--- config.mk ---
export PLATFORM = sky130hd
export DESIGN_NAME = pmu_mode_control
export DESIGN_NICKNAME = d
export VERILOG_FILES = /design/src/rtl/pmu_mode_pkg.sv /design/src/rtl/volt_ramp.sv /design/src/rtl/pmu_mode_control.sv
export SDC_FILE = /design/constraint.sdc
export NUM_CORES = 1
export LEC_CHECK = 0
export BUFFER_PORTS_ARGS = -buffer_cell sky130_fd_sc_hd__buf_2
export CORE_MARGIN = 4
export CORE_UTILIZATION = 54
export DETAILED_ROUTE_END_ITERATION = 8
export PLACE_DENSITY = 0.76
export SYNTH_ARGS = -nofsm -noshare
export SYNTH_HDL_FRONTEND = slang
export SYNTH_SLANG_ARGS = --single-unit
--- constraint.sdc ---
create_clock -name i_mclk -period 3.1 [get_ports i_mclk]
set_clock_uncertainty 0.15 [all_clocks]
set_input_delay 0.155 -clock i_mclk [delete_from_list [all_inputs] [get_ports i_mclk]]
set_output_delay 0.155 -clock i_mclk [all_outputs]
set_load 0.05 [all_outputs]
--- src/rtl/pmu_mode_pkg.sv ---
// constants shared by the mode control block and its voltage ramp
package pmu_mode_pkg;

  // ---------------------------------------------------------------
  // bus widths
  // ---------------------------------------------------------------
  localparam int ADDR_W = 8;
  localparam int DATA_W = 8;
  localparam int NUM_BUCK = 3;

  // ---------------------------------------------------------------
  // register offsets
  // ---------------------------------------------------------------
  localparam logic [7:0] REG_CTRL = 8'h00;
  localparam logic [7:0] REG_ENABLE = 8'h01;
  localparam logic [7:0] REG_BUCK_CFG = 8'h02;
  localparam logic [7:0] REG_VSET_CORE = 8'h03;
  localparam logic [7:0] REG_VSET_IO = 8'h04;
  localparam logic [7:0] REG_VSET_MEM = 8'h05;
  localparam logic [7:0] REG_STATUS = 8'h06;

  // ---------------------------------------------------------------
  // field positions
  // ---------------------------------------------------------------
  localparam int CTRL_REPEAT_WR = 0;
  localparam int CTRL_MEM_STANDBY_REQUEST_PIN_KEEP = 1;
  localparam int CTRL_ANALOG_CORE_REGULATOR_STANDBY_REQUEST_PIN_ON = 2;
  localparam int CTRL_VSTEP_COARSE = 3;
  localparam int EN_CORE = 0;
  localparam int EN_IO = 1;
  localparam int EN_ANALOG_CORE_REGULATOR = 2;
  localparam int EN_EMMC_REGULATOR = 3;
  localparam int CFG_MODE_LO = 0;
  localparam int CFG_PD_LO = 2;
  localparam int ST_STANDBY_BIT = 0;
  localparam int ST_RAMP_LO = 1;
  localparam int ST_TWO_PHASE = 4;

  // ---------------------------------------------------------------
  // reset values
  // ---------------------------------------------------------------
  localparam logic [7:0] CTRL_RST = 8'h08;
  localparam logic [7:0] ENABLE_RST = 8'h0d;
  localparam logic [7:0] BUCK_CFG_RST = 8'h02;
  // codes at the default 12.5 mv step: 1.0 v and 1.5 v
  localparam logic [7:0] VSET_IO_RST = 8'h50;
  localparam logic [7:0] VSET_MEM_RST = 8'h78;
  localparam logic [7:0] VSET_CORE_RST = 8'h50;

  // ---------------------------------------------------------------
  // memory buck operating modes
  // ---------------------------------------------------------------
  localparam logic [1:0] MODE_PWM = 2'h0;
  localparam logic [1:0] MODE_PFM = 2'h2;
  localparam logic [1:0] MODE_AUTO = 2'h1;

  // ---------------------------------------------------------------
  // sequencing order and timing
  // ---------------------------------------------------------------
  localparam logic [2:0] RANK_NONE = 3'h0;
  localparam logic [2:0] RANK_CORE = 3'h1;
  localparam logic [2:0] RANK_IO = 3'h2;
  localparam logic [2:0] RANK_MEM = 3'h3;
  localparam logic [2:0] RANK_ANALOG_CORE_REGULATOR = 3'h4;
  localparam logic [2:0] RANK_EMMC_REGULATOR = 3'h5;
  localparam int CLK_MHZ = 200;
  localparam int SEQ_STEP_NS = 128000;
  localparam int SEQ_STEP_CYC = SEQ_STEP_NS * CLK_MHZ / 1000;
  localparam int RAMP_STEP_NS = 1000;
  localparam int RAMP_STEP_CYC = RAMP_STEP_NS * CLK_MHZ / 1000;

  // ---------------------------------------------------------------
  // serial slave
  // ---------------------------------------------------------------
  localparam logic [6:0] SLAVE_ADDR_DEF = 7'h2c; // arbitrary value
  localparam logic [3:0] BITS_PER_BYTE = 4'h8;

endpackage : pmu_mode_pkg

--- src/rtl/volt_ramp.sv ---
// moves a voltage code one step at a time toward its target
`timescale 1ns/10ps
`default_nettype none

module volt_ramp #(
  parameter int W = 8,
  parameter int STEP_CYC = 200,
  parameter logic [7:0] INIT = 8'h00
) (
  // clock and reset
  input wire logic i_mclk,
  input wire logic i_srst,
  // target and ramped output
  input wire logic [W-1:0] i_target,
  output logic [W-1:0] o_level,
  output logic o_busy
);

  logic [15:0] cnt_q;
  logic [W-1:0] level_q;
  logic busy_q;

  // ---------------------------------------------------------------
  // step timer
  // ---------------------------------------------------------------
  always_ff @(posedge i_mclk) begin
    if (i_srst || level_q == i_target || cnt_q == 16'(STEP_CYC - 1)) begin
      cnt_q <= 16'h0000;
    end else begin
      cnt_q <= cnt_q + 16'h0001;
    end
  end

  // ---------------------------------------------------------------
  // one code per step toward the target
  // ---------------------------------------------------------------
  always_ff @(posedge i_mclk) begin
    if (i_srst) begin
      level_q <= INIT[W-1:0];
    end else if (cnt_q == 16'(STEP_CYC - 1)) begin
      if (level_q < i_target) begin
        level_q <= level_q + W'(1);
      end else if (level_q > i_target) begin
        level_q <= level_q - W'(1);
      end
    end
  end

  always_ff @(posedge i_mclk) begin
    if (i_srst) begin
      busy_q <= 1'b0;
    end else begin
      busy_q <= (level_q != i_target);
    end
  end

  assign o_level = level_q;
  assign o_busy = busy_q;

endmodule : volt_ramp

`default_nettype wire

--- src/rtl/pmu_mode_control.sv ---
// regulator enable, mode and voltage control with serial register writes
`timescale 1ns/10ps
`default_nettype none

module pmu_mode_control
  import pmu_mode_pkg::*;
#(
  parameter int SEQ_STEP = pmu_mode_pkg::SEQ_STEP_CYC,
  parameter int RAMP_STEP = pmu_mode_pkg::RAMP_STEP_CYC,
  parameter logic [6:0] SLAVE_ADDR = pmu_mode_pkg::SLAVE_ADDR_DEF
) (
  // clock and reset
  input wire logic i_mclk,
  input wire logic i_srst,
  // register port
  input wire logic [pmu_mode_pkg::ADDR_W-1:0] i_addr,
  input wire logic [pmu_mode_pkg::DATA_W-1:0] i_wr_data,
  input wire logic i_wr,
  input wire logic i_rd,
  output logic [pmu_mode_pkg::DATA_W-1:0] o_rd_data,
  // serial bus pins
  input wire logic i_scl,
  input wire logic i_sda,
  output logic o_sda,
  output logic o_sda_oe,
  // otp settings
  input wire logic [7:0] i_otp_core_vset,
  input wire logic i_otp_two_phase,
  input wire logic i_otp_mem_standby_request_pin_keep,
  // standby request pin
  input wire logic i_standby_request_pin,
  // regulator controls
  output logic o_core_buck_en,
  output logic o_io_buck_en,
  output logic o_memory_buck_en,
  output logic o_analog_core_regulator_en,
  output logic o_emmc_regulator_en,
  output logic [1:0] o_memory_buck_mode,
  output logic o_core_two_phase,
  output logic [pmu_mode_pkg::NUM_BUCK-1:0] o_pulldown_en,
  output logic o_analog_core_regulator_from_emmc_regulator_supply_input,
  output logic o_analog_core_regulator_supply_input_stage_en,
  output logic o_vset_step_coarse,
  output logic [pmu_mode_pkg::NUM_BUCK-1:0][7:0] o_buck_voltage_setting,
  output logic o_standby
);
  import pmu_mode_pkg::*;

  typedef enum logic [1:0] {PW_UP, PW_NORMAL, PW_DOWN, PW_STANDBY} pwr_state_e;
  typedef enum logic [1:0] {SI_IDLE, SI_DEV, SI_REG, SI_DATA} ser_state_e;

  logic [7:0] ctrl_q, enable_q, buck_cfg_q;
  logic [NUM_BUCK-1:0][7:0] vset_q;
  logic [NUM_BUCK-1:0] ramp_busy;
  logic otp_load_q, two_phase_q;
  logic standby_request_pin_meta_q, standby_request_pin_sync_q;
  pwr_state_e pwr_q;
  logic [2:0] seq_q;
  logic [31:0] seq_cnt_q;
  logic seq_tick;
  logic scl_q, sda_q;
  logic start_det, stop_det, scl_rise, scl_fall;
  ser_state_e ser_q;
  logic [3:0] bit_q;
  logic [7:0] shift_q, reg_ptr_q;
  logic ack_q, sda_oe_q, sda_out_q;
  logic ser_wr_q;
  logic [7:0] ser_wr_addr_q, ser_wr_data_q;
  logic wr_en;
  logic [7:0] wr_addr, wr_data;
  logic [7:0] rd_data_q;
  logic low_side, core_en_d, io_en_d, mem_en_d;

  // ---------------------------------------------------------------
  // standby pin synchroniser
  // ---------------------------------------------------------------
  always_ff @(posedge i_mclk) begin
    if (i_srst) begin
      standby_request_pin_meta_q <= 1'b0;
      standby_request_pin_sync_q <= 1'b0;
    end else begin
      standby_request_pin_meta_q <= i_standby_request_pin;
      standby_request_pin_sync_q <= standby_request_pin_meta_q;
    end
  end

  // ---------------------------------------------------------------
  // serial slave: edge and condition detection
  // ---------------------------------------------------------------
  always_ff @(posedge i_mclk) begin
    if (i_srst) begin
      scl_q <= 1'b1;
      sda_q <= 1'b1;
    end else begin
      scl_q <= i_scl;
      sda_q <= i_sda;
    end
  end

  assign start_det = scl_q && i_scl && sda_q && !i_sda;
  assign stop_det = scl_q && i_scl && !sda_q && i_sda;
  assign scl_rise = !scl_q && i_scl;
  assign scl_fall = scl_q && !i_scl;

  // ---------------------------------------------------------------
  // serial slave: byte engine, runs in every power state
  // ---------------------------------------------------------------
  always_ff @(posedge i_mclk) begin
    if (i_srst) begin
      ser_q <= SI_IDLE;
      bit_q <= 4'h0;
      shift_q <= 8'h00;
      reg_ptr_q <= 8'h00;
      ack_q <= 1'b0;
      sda_oe_q <= 1'b0;
      ser_wr_q <= 1'b0;
      ser_wr_addr_q <= 8'h00;
      ser_wr_data_q <= 8'h00;
    end else begin
      ser_wr_q <= 1'b0;
      if (stop_det) begin
        ser_q <= SI_IDLE;
        ack_q <= 1'b0;
        sda_oe_q <= 1'b0;
      end else if (start_det) begin
        // whatever was under way is dropped; the new start opens a fresh message
        ser_q <= SI_DEV;
        bit_q <= 4'h0;
        ack_q <= 1'b0;
        sda_oe_q <= 1'b0;
      end else if (ser_q != SI_IDLE) begin
        if (scl_rise && !ack_q) begin
          shift_q <= {shift_q[6:0], i_sda};
          bit_q <= bit_q + 4'h1;
        end else if (scl_fall && ack_q) begin
          ack_q <= 1'b0;
          sda_oe_q <= 1'b0;
          unique case (ser_q)
            SI_DEV: ser_q <= SI_REG;
            SI_REG: ser_q <= SI_DATA;
            SI_DATA: ser_q <= ctrl_q[CTRL_REPEAT_WR] ? SI_REG : SI_DATA;
            default: ser_q <= SI_IDLE;
          endcase
        end else if (scl_fall && bit_q == BITS_PER_BYTE) begin
          bit_q <= 4'h0;
          unique case (ser_q)
            SI_DEV: begin
              if (shift_q[7:1] == SLAVE_ADDR && !shift_q[0]) begin
                ack_q <= 1'b1;
                sda_oe_q <= 1'b1;
              end else begin
                ser_q <= SI_IDLE;
              end
            end
            SI_REG: begin
              reg_ptr_q <= shift_q;
              ack_q <= 1'b1;
              sda_oe_q <= 1'b1;
            end
            SI_DATA: begin
              ser_wr_q <= 1'b1;
              ser_wr_addr_q <= reg_ptr_q;
              ser_wr_data_q <= shift_q;
              // page mode steps the pointer, repeated mode reloads it
              reg_ptr_q <= reg_ptr_q + 8'h01;
              ack_q <= 1'b1;
              sda_oe_q <= 1'b1;
            end
            default: ser_q <= SI_IDLE;
          endcase
        end
      end
    end
  end

  always_ff @(posedge i_mclk) begin
    if (i_srst) begin
      sda_out_q <= 1'b1;
    end else begin
      sda_out_q <= 1'b0;
    end
  end

  // ---------------------------------------------------------------
  // write merge: a serial write wins over a port write in one cycle
  // ---------------------------------------------------------------
  assign wr_en = ser_wr_q || i_wr;
  assign wr_addr = ser_wr_q ? ser_wr_addr_q : i_addr;
  assign wr_data = ser_wr_q ? ser_wr_data_q : i_wr_data;

  // ---------------------------------------------------------------
  // otp capture one cycle after reset release
  // ---------------------------------------------------------------
  always_ff @(posedge i_mclk) begin
    if (i_srst) begin
      otp_load_q <= 1'b1;
      two_phase_q <= 1'b0;
    end else begin
      otp_load_q <= 1'b0;
      if (otp_load_q) begin
        two_phase_q <= i_otp_two_phase;
      end
    end
  end

  // ---------------------------------------------------------------
  // control registers
  // ---------------------------------------------------------------
  always_ff @(posedge i_mclk) begin
    if (i_srst) begin
      ctrl_q <= CTRL_RST;
    end else if (otp_load_q) begin
      ctrl_q[CTRL_MEM_STANDBY_REQUEST_PIN_KEEP] <= i_otp_mem_standby_request_pin_keep;
    end else if (wr_en && wr_addr == REG_CTRL) begin
      ctrl_q <= wr_data;
    end
  end

  always_ff @(posedge i_mclk) begin
    if (i_srst) begin
      enable_q <= ENABLE_RST;
    end else if (wr_en && wr_addr == REG_ENABLE) begin
      enable_q <= wr_data;
    end
  end

  always_ff @(posedge i_mclk) begin
    if (i_srst) begin
      buck_cfg_q <= BUCK_CFG_RST;
    end else if (wr_en && wr_addr == REG_BUCK_CFG) begin
      buck_cfg_q <= wr_data;
    end
  end

  always_ff @(posedge i_mclk) begin
    if (i_srst) begin
      vset_q[0] <= VSET_CORE_RST;
      vset_q[1] <= VSET_IO_RST;
      vset_q[2] <= VSET_MEM_RST;
    end else if (otp_load_q) begin
      vset_q[0] <= i_otp_core_vset;
    end else if (wr_en && wr_addr == REG_VSET_CORE) begin
      vset_q[0] <= wr_data;
    end else if (wr_en && wr_addr == REG_VSET_IO) begin
      vset_q[1] <= wr_data;
    end else if (wr_en && wr_addr == REG_VSET_MEM) begin
      vset_q[2] <= wr_data;
    end
  end

  // ---------------------------------------------------------------
  // read port: data stand only in the cycle after the strobe
  // ---------------------------------------------------------------
  always_ff @(posedge i_mclk) begin
    if (i_srst || !i_rd) begin
      rd_data_q <= 8'h00;
    end else begin
      unique case (i_addr)
        REG_CTRL: rd_data_q <= ctrl_q;
        REG_ENABLE: rd_data_q <= enable_q;
        REG_BUCK_CFG: rd_data_q <= buck_cfg_q;
        REG_VSET_CORE: rd_data_q <= vset_q[0];
        REG_VSET_IO: rd_data_q <= vset_q[1];
        REG_VSET_MEM: rd_data_q <= vset_q[2];
        REG_STATUS: begin
          rd_data_q <= 8'h00;
          rd_data_q[ST_STANDBY_BIT] <= (pwr_q == PW_STANDBY);
          rd_data_q[ST_RAMP_LO +: NUM_BUCK] <= ramp_busy;
          rd_data_q[ST_TWO_PHASE] <= two_phase_q;
        end
        default: rd_data_q <= 8'h00;
      endcase
    end
  end

  // ---------------------------------------------------------------
  // power sequence step timer
  // ---------------------------------------------------------------
  assign seq_tick = (seq_cnt_q == SEQ_STEP - 1);

  always_ff @(posedge i_mclk) begin
    if (i_srst || seq_tick || pwr_q == PW_NORMAL || pwr_q == PW_STANDBY) begin
      seq_cnt_q <= 32'h0000_0000;
    end else begin
      seq_cnt_q <= seq_cnt_q + 32'h0000_0001;
    end
  end

  // ---------------------------------------------------------------
  // power state machine
  // ---------------------------------------------------------------
  always_ff @(posedge i_mclk) begin
    if (i_srst) begin
      pwr_q <= PW_UP;
      seq_q <= RANK_NONE;
    end else begin
      unique case (pwr_q)
        PW_UP: begin
          if (standby_request_pin_sync_q) begin
            pwr_q <= PW_DOWN;
          end else if (seq_tick) begin
            if (seq_q == RANK_EMMC_REGULATOR) begin
              pwr_q <= PW_NORMAL;
            end else begin
              seq_q <= seq_q + 3'h1;
            end
          end
        end
        PW_NORMAL: begin
          if (standby_request_pin_sync_q) begin
            pwr_q <= PW_DOWN;
          end
        end
        PW_DOWN: begin
          if (!standby_request_pin_sync_q) begin
            pwr_q <= PW_UP;
          end else if (seq_tick) begin
            if (seq_q == RANK_NONE) begin
              pwr_q <= PW_STANDBY;
            end else begin
              seq_q <= seq_q - 3'h1;
            end
          end
        end
        PW_STANDBY: begin
          if (!standby_request_pin_sync_q) begin
            pwr_q <= PW_UP;
          end
        end
      endcase
    end
  end

  // below the memory buck step while heading to or resting in standby
  assign low_side = (pwr_q == PW_DOWN || pwr_q == PW_STANDBY) && seq_q < RANK_MEM;
  // pull-downs read these too, so a buck never starts against its own pull-down
  assign core_en_d = enable_q[EN_CORE] && seq_q >= RANK_CORE;
  assign io_en_d = enable_q[EN_IO] && seq_q >= RANK_IO;
  assign mem_en_d = seq_q >= RANK_MEM || (low_side && ctrl_q[CTRL_MEM_STANDBY_REQUEST_PIN_KEEP]);

  // ---------------------------------------------------------------
  // regulator enables and modes
  // ---------------------------------------------------------------
  always_ff @(posedge i_mclk) begin
    if (i_srst) begin
      o_core_buck_en <= 1'b0;
      o_io_buck_en <= 1'b0;
      o_memory_buck_en <= 1'b0;
      o_analog_core_regulator_en <= 1'b0;
      o_emmc_regulator_en <= 1'b0;
      o_memory_buck_mode <= MODE_PWM;
      o_analog_core_regulator_from_emmc_regulator_supply_input <= 1'b0;
      o_analog_core_regulator_supply_input_stage_en <= 1'b1;
      o_standby <= 1'b0;
    end else begin
      o_core_buck_en <= core_en_d;
      o_io_buck_en <= io_en_d;
      o_memory_buck_en <= mem_en_d;
      o_analog_core_regulator_en <= (enable_q[EN_ANALOG_CORE_REGULATOR] && seq_q >= RANK_ANALOG_CORE_REGULATOR) ||
                                    (low_side && ctrl_q[CTRL_ANALOG_CORE_REGULATOR_STANDBY_REQUEST_PIN_ON]);
      o_emmc_regulator_en <= enable_q[EN_EMMC_REGULATOR] && seq_q >= RANK_EMMC_REGULATOR;
      o_memory_buck_mode <= low_side ? buck_cfg_q[CFG_MODE_LO +: 2] : MODE_PWM;
      o_analog_core_regulator_from_emmc_regulator_supply_input <= low_side;
      o_analog_core_regulator_supply_input_stage_en <= !low_side;
      o_standby <= (pwr_q == PW_STANDBY);
    end
  end

  // ---------------------------------------------------------------
  // pull-downs, phase and step size
  // ---------------------------------------------------------------
  always_ff @(posedge i_mclk) begin
    if (i_srst) begin
      o_pulldown_en <= '0;
      o_core_two_phase <= 1'b0;
      o_vset_step_coarse <= 1'b1;
    end else begin
      o_pulldown_en[0] <= buck_cfg_q[CFG_PD_LO] && !two_phase_q && !core_en_d;
      o_pulldown_en[1] <= buck_cfg_q[CFG_PD_LO + 1] && !io_en_d;
      o_pulldown_en[2] <= buck_cfg_q[CFG_PD_LO + 2] && !mem_en_d;
      o_core_two_phase <= two_phase_q;
      o_vset_step_coarse <= ctrl_q[CTRL_VSTEP_COARSE];
    end
  end

  // ---------------------------------------------------------------
  // serial pin and read data
  // ---------------------------------------------------------------
  assign o_sda_oe = sda_oe_q;
  assign o_sda = sda_out_q;
  assign o_rd_data = rd_data_q;

  // ---------------------------------------------------------------
  // voltage ramps, one per buck
  // ---------------------------------------------------------------
  for (genvar b = 0; b < NUM_BUCK; b++) begin : g_ramp
    volt_ramp #(
      .W(8),
      .STEP_CYC(RAMP_STEP),
      .INIT(b == 0 ? VSET_CORE_RST : (b == 1 ? VSET_IO_RST : VSET_MEM_RST))
    ) u_ramp (
      .i_mclk(i_mclk),
      .i_srst(i_srst),
      .i_target(vset_q[b]),
      .o_level(o_buck_voltage_setting[b]),
      .o_busy(ramp_busy[b])
    );
  end

endmodule : pmu_mode_control

`default_nettype wire

==> reports/results.tsv <==
metric	value	unit
grt-ovfl-total	0	
endpoint_kind	flop	
setup_viol	4	
fin_crit	3.23	ns
clock-sinks	229	
yosysTopAreaCellShare	41.0	%
grt_antenna_before_repair	0	
cts_root_buf	clkbuf_16	
drv_cap	0	
p_leak	5.55	nW
hp-class	in2reg	
drt_iter0_markers	538	
hpwlAfterDp	18600	um
initial_utilization	55.1	%
synth.top_cells.by_count	229 x dfxtp_1, 198 x nor2_1, 94 x nand2_1, 68 x mux2i_1, 59 x nand3_1	
r2r-end	g_ramp[0].u_ramp.o_level[6]	
synth_area	11200	um^2
cellPowerDensity	464	nW/um^2
io_buffers	81	
async_flop_share	0	%
worstPathArrival	3.47	ns
cts_buffers	25	
area_growth	23.7	%
synthTopCellsByArea	dfxtp_1 41%, nor2_1 6.6%, ha_1 6.2%	
reg2reg_slack	-0.13	ns
yosysTopAreaCell	dfxtp_1	
synth.most_common_cell	dfxtp_1	
post-route-worst-setup-slack	-0.134	ns
design.portCount	82	
syn_inst	1274	
drc	0	
required	3.33	ns
hold_viol_final	0	
synth_edf_count	0	
holdWs	0.0346	ns
clock_path_buffers	3	
grt_pass1_wl	45100	um
cts_tree	built	
worstMarginPinSlew	0.743	ns
start_kind	flop	
final-seq-area	4650	um^2
synth_ff_type	dfxtp_1	
clk-insertion-delay-late	0.51	ns
grt_pass1_vias	9271	
gp_congestion	0.812	
drive_gt1_share	21.4	%
yosysWarnings	0	
hold_path_end	ctrl_q[3]	
min_path_cells	4	
wire_per_inst	15.6	um
status	finished, violations left	
dieHeight	152	um
die_x	152	um
crit_chain	ha_4 -> and3_4 -> a221o_1 -> a221oi_2 -> inv_2 -> buf_6 -> fa_2 -> a21o_1 -> a21oi_2 -> o21bai_1 -> a21oi_1 -> xor2_1 -> o211ai_1	
antenna_left	0	
final_nets	1522	
crit_type	reg2reg	
slowest_stage	fa_2	
rows	52	
max_freq	0.309	GHz
coreArea	20300	um^2
grt_max_degree	37	
syn_nets	1365	
n_antenna_cell	0	
grt_setup_unrepaired	true	
ir_drop	0.000389	V
power	0.00642	W
min_from	i_wr_data[3]	
dieArea	23100	um^2
synth_seq_cells	229	
wirelength	26800	um
htreeDepth	1	
cp_max_fo	6	
first_pass_iters	7	
slowest_delay	0.38	ns
max-slew-margin-rel	50.0	%
seq_area_frac_synth	41.0	%
slew_violations	0	
r2r_start	g_ramp[0].u_ramp.o_level[3]	
vias	9484	
r2r_cells	13	
path_clk_slew	0.07	ns
fill_cells	1572	
vias_per_cell	5.52	
syn_avg_cell_area	8.78	um^2
grtUsageTotal	22.4	%
multiInputGateArea	6490	um^2
period_share	104	%
violations	negative setup slack	
ys_types	72	
-- what timing repair did --
| item | CTS | global route |
|---|---|---|
| gates resized for setup | 14 | 22 |
| setup buffers | 6 | 6 |
| hold endpoints to repair | 51 | 0 |
| endpoints found under the setup margin | 5 | 10 |
| pin swaps | 19 | 17 |
| hold buffers | 38 | 0 |
-- layer usage --
metal / up-vias / track usage (%) / routed length, um
li1: 4746 / - / -
met1: 4458 / 31.0 / 12300
met2: 231 / 36.5 / 12400
met3: 49 / 3.87 / 1510
met4: 0 / 5.78 / 629
met5: - / 0 / 0
-- how the worst max path moves through the flow --
stage | endpoint | slack, ns | startpoint | cells past startpoint
2_1_floorplan | g_ramp[0].u_ramp.o_level[7] | -0.15 | g_ramp[0].u_ramp.o_level[1] | 12
3_3_place_gp | g_ramp[0].u_ramp.o_level[7] | -0.06 | vset_q[1] | 13
3_5_place_dp | g_ramp[0].u_ramp.o_level[7] | -0.14 | vset_q[1] | 13
4_1_cts | g_ramp[0].u_ramp.o_level[7] | -0.12 | g_ramp[0].u_ramp.o_level[3] | 12
5_1_grt | g_ramp[0].u_ramp.o_level[7] | -0.29 | vset_q[3] | 13
6_report | g_ramp[0].u_ramp.o_level[6] | -0.13 | g_ramp[0].u_ramp.o_level[3] | 13
-- power by group --
part | leakage [nW] | switching, W | internal (W)
Combinational | 3.27 | 0.000221 | 0.000180
Clock | 0.426 | 0.00120 | 0.00184
Sequential | 1.86 | 0.0000252 | 0.00296
Total | 5.55 | 0.00144 | 0.00498
-- cells by family after synthesis --
| family | count (synthesis) | share of synthesized area (%) |
|---|---|---|
| and+or+nand+nor | 505 | 21.9 |
| DFF | 229 | 41.0 |
| AOI/OAI and AO/OA | 201 | 11.5 |
| buffers and inverters | 109 | 4.23 |
| xor gates and xnor gates | 88 | 6.89 |
| muxes | 84 | 7.80 |
| adders and majority gates | 58 | 6.69 |
-- sequential cells by signal, indices dropped and copies added (netlist names), 2 cells and up --
name / cells
ser_wr_addr_q: 8
g_ramp.u_ramp.o_level: 24
seq_q: 3
o_memory_buck_mode: 2
reg_ptr_q: 8
seq_cnt_q: 32
g_ramp.u_ramp.cnt_q: 48
ser_wr_data_q: 8
ctrl_q: 8
pwr_q: 2
shift_q: 8
ser_q: 2
g_ramp.u_ramp.o_busy: 3
buck_cfg_q: 8
enable_q: 8
o_pulldown_en: 3
vset_q: 24
bit_q: 4
o_rd_data: 8
-- final cells by class --
class / count / share of cell area, %
Sequential cell: 229 / 33.6
Tap cell: 270 / 2.44
Timing Repair Buffer: 186 / 9.37
Inverter: 53 / 1.44
Clock buffer: 35 / 5.37
Multi-Input combinational cell: 936 / 46.9
Clock inverter: 10 / 0.859
-- layout by cell type, fill, tap and decap left out, drive strengths merged, types with 7 or more instances in the layout --
cell / count
a211oi: 20
dlygate4sd3: 37
o21ai: 52
a22oi: 10
and2: 9
nand2b: 8
nor4: 17
mux2i: 68
a21oi: 56
or2: 8
or3: 9
or4: 7
xnor2: 47
and3: 24
nand2: 95
nor3: 21
ha: 55
nor2: 198
mux2: 15
xor2: 41
inv: 55
o211ai: 14
clkbuf: 35
nand3: 59
dfxtp: 229
nand4: 13
nor2b: 14
buf: 149
-- metrics by stage --
step | util (%) | std cells | instance area, um^2 | setup TNS (ns) | worst slack (ns)
final | 68.2 | 1719 | 13800 | -0.330 | -0.134
after global routing | 68.2 | 1719 | 13800 | -1.14 | -0.285
after CTS | 67.5 | 1714 | 13700 | -0.171 | -0.117
after detailed placement | 61.0 | 1625 | 12400 | -0.402 | -0.138
after global placement | 61.0 | 1625 | 12400 | -0.128 | -0.0642
after floorplan | - | 1274 | 11500 | -0.368 | -0.149
-- worst max-delay path: cells and delay by family, from the launching register on --
family                     cells  cell delay, ns
and+or+nand+nor                1            0.17
buffers and inverters          2            0.33
DFF                            1            0.36
xor gates and xnor gates       1            0.16
adders and majority gates      2            0.62
AOI/OAI and AO/OA              7            1.31
(Power assumes the default switching activity.)
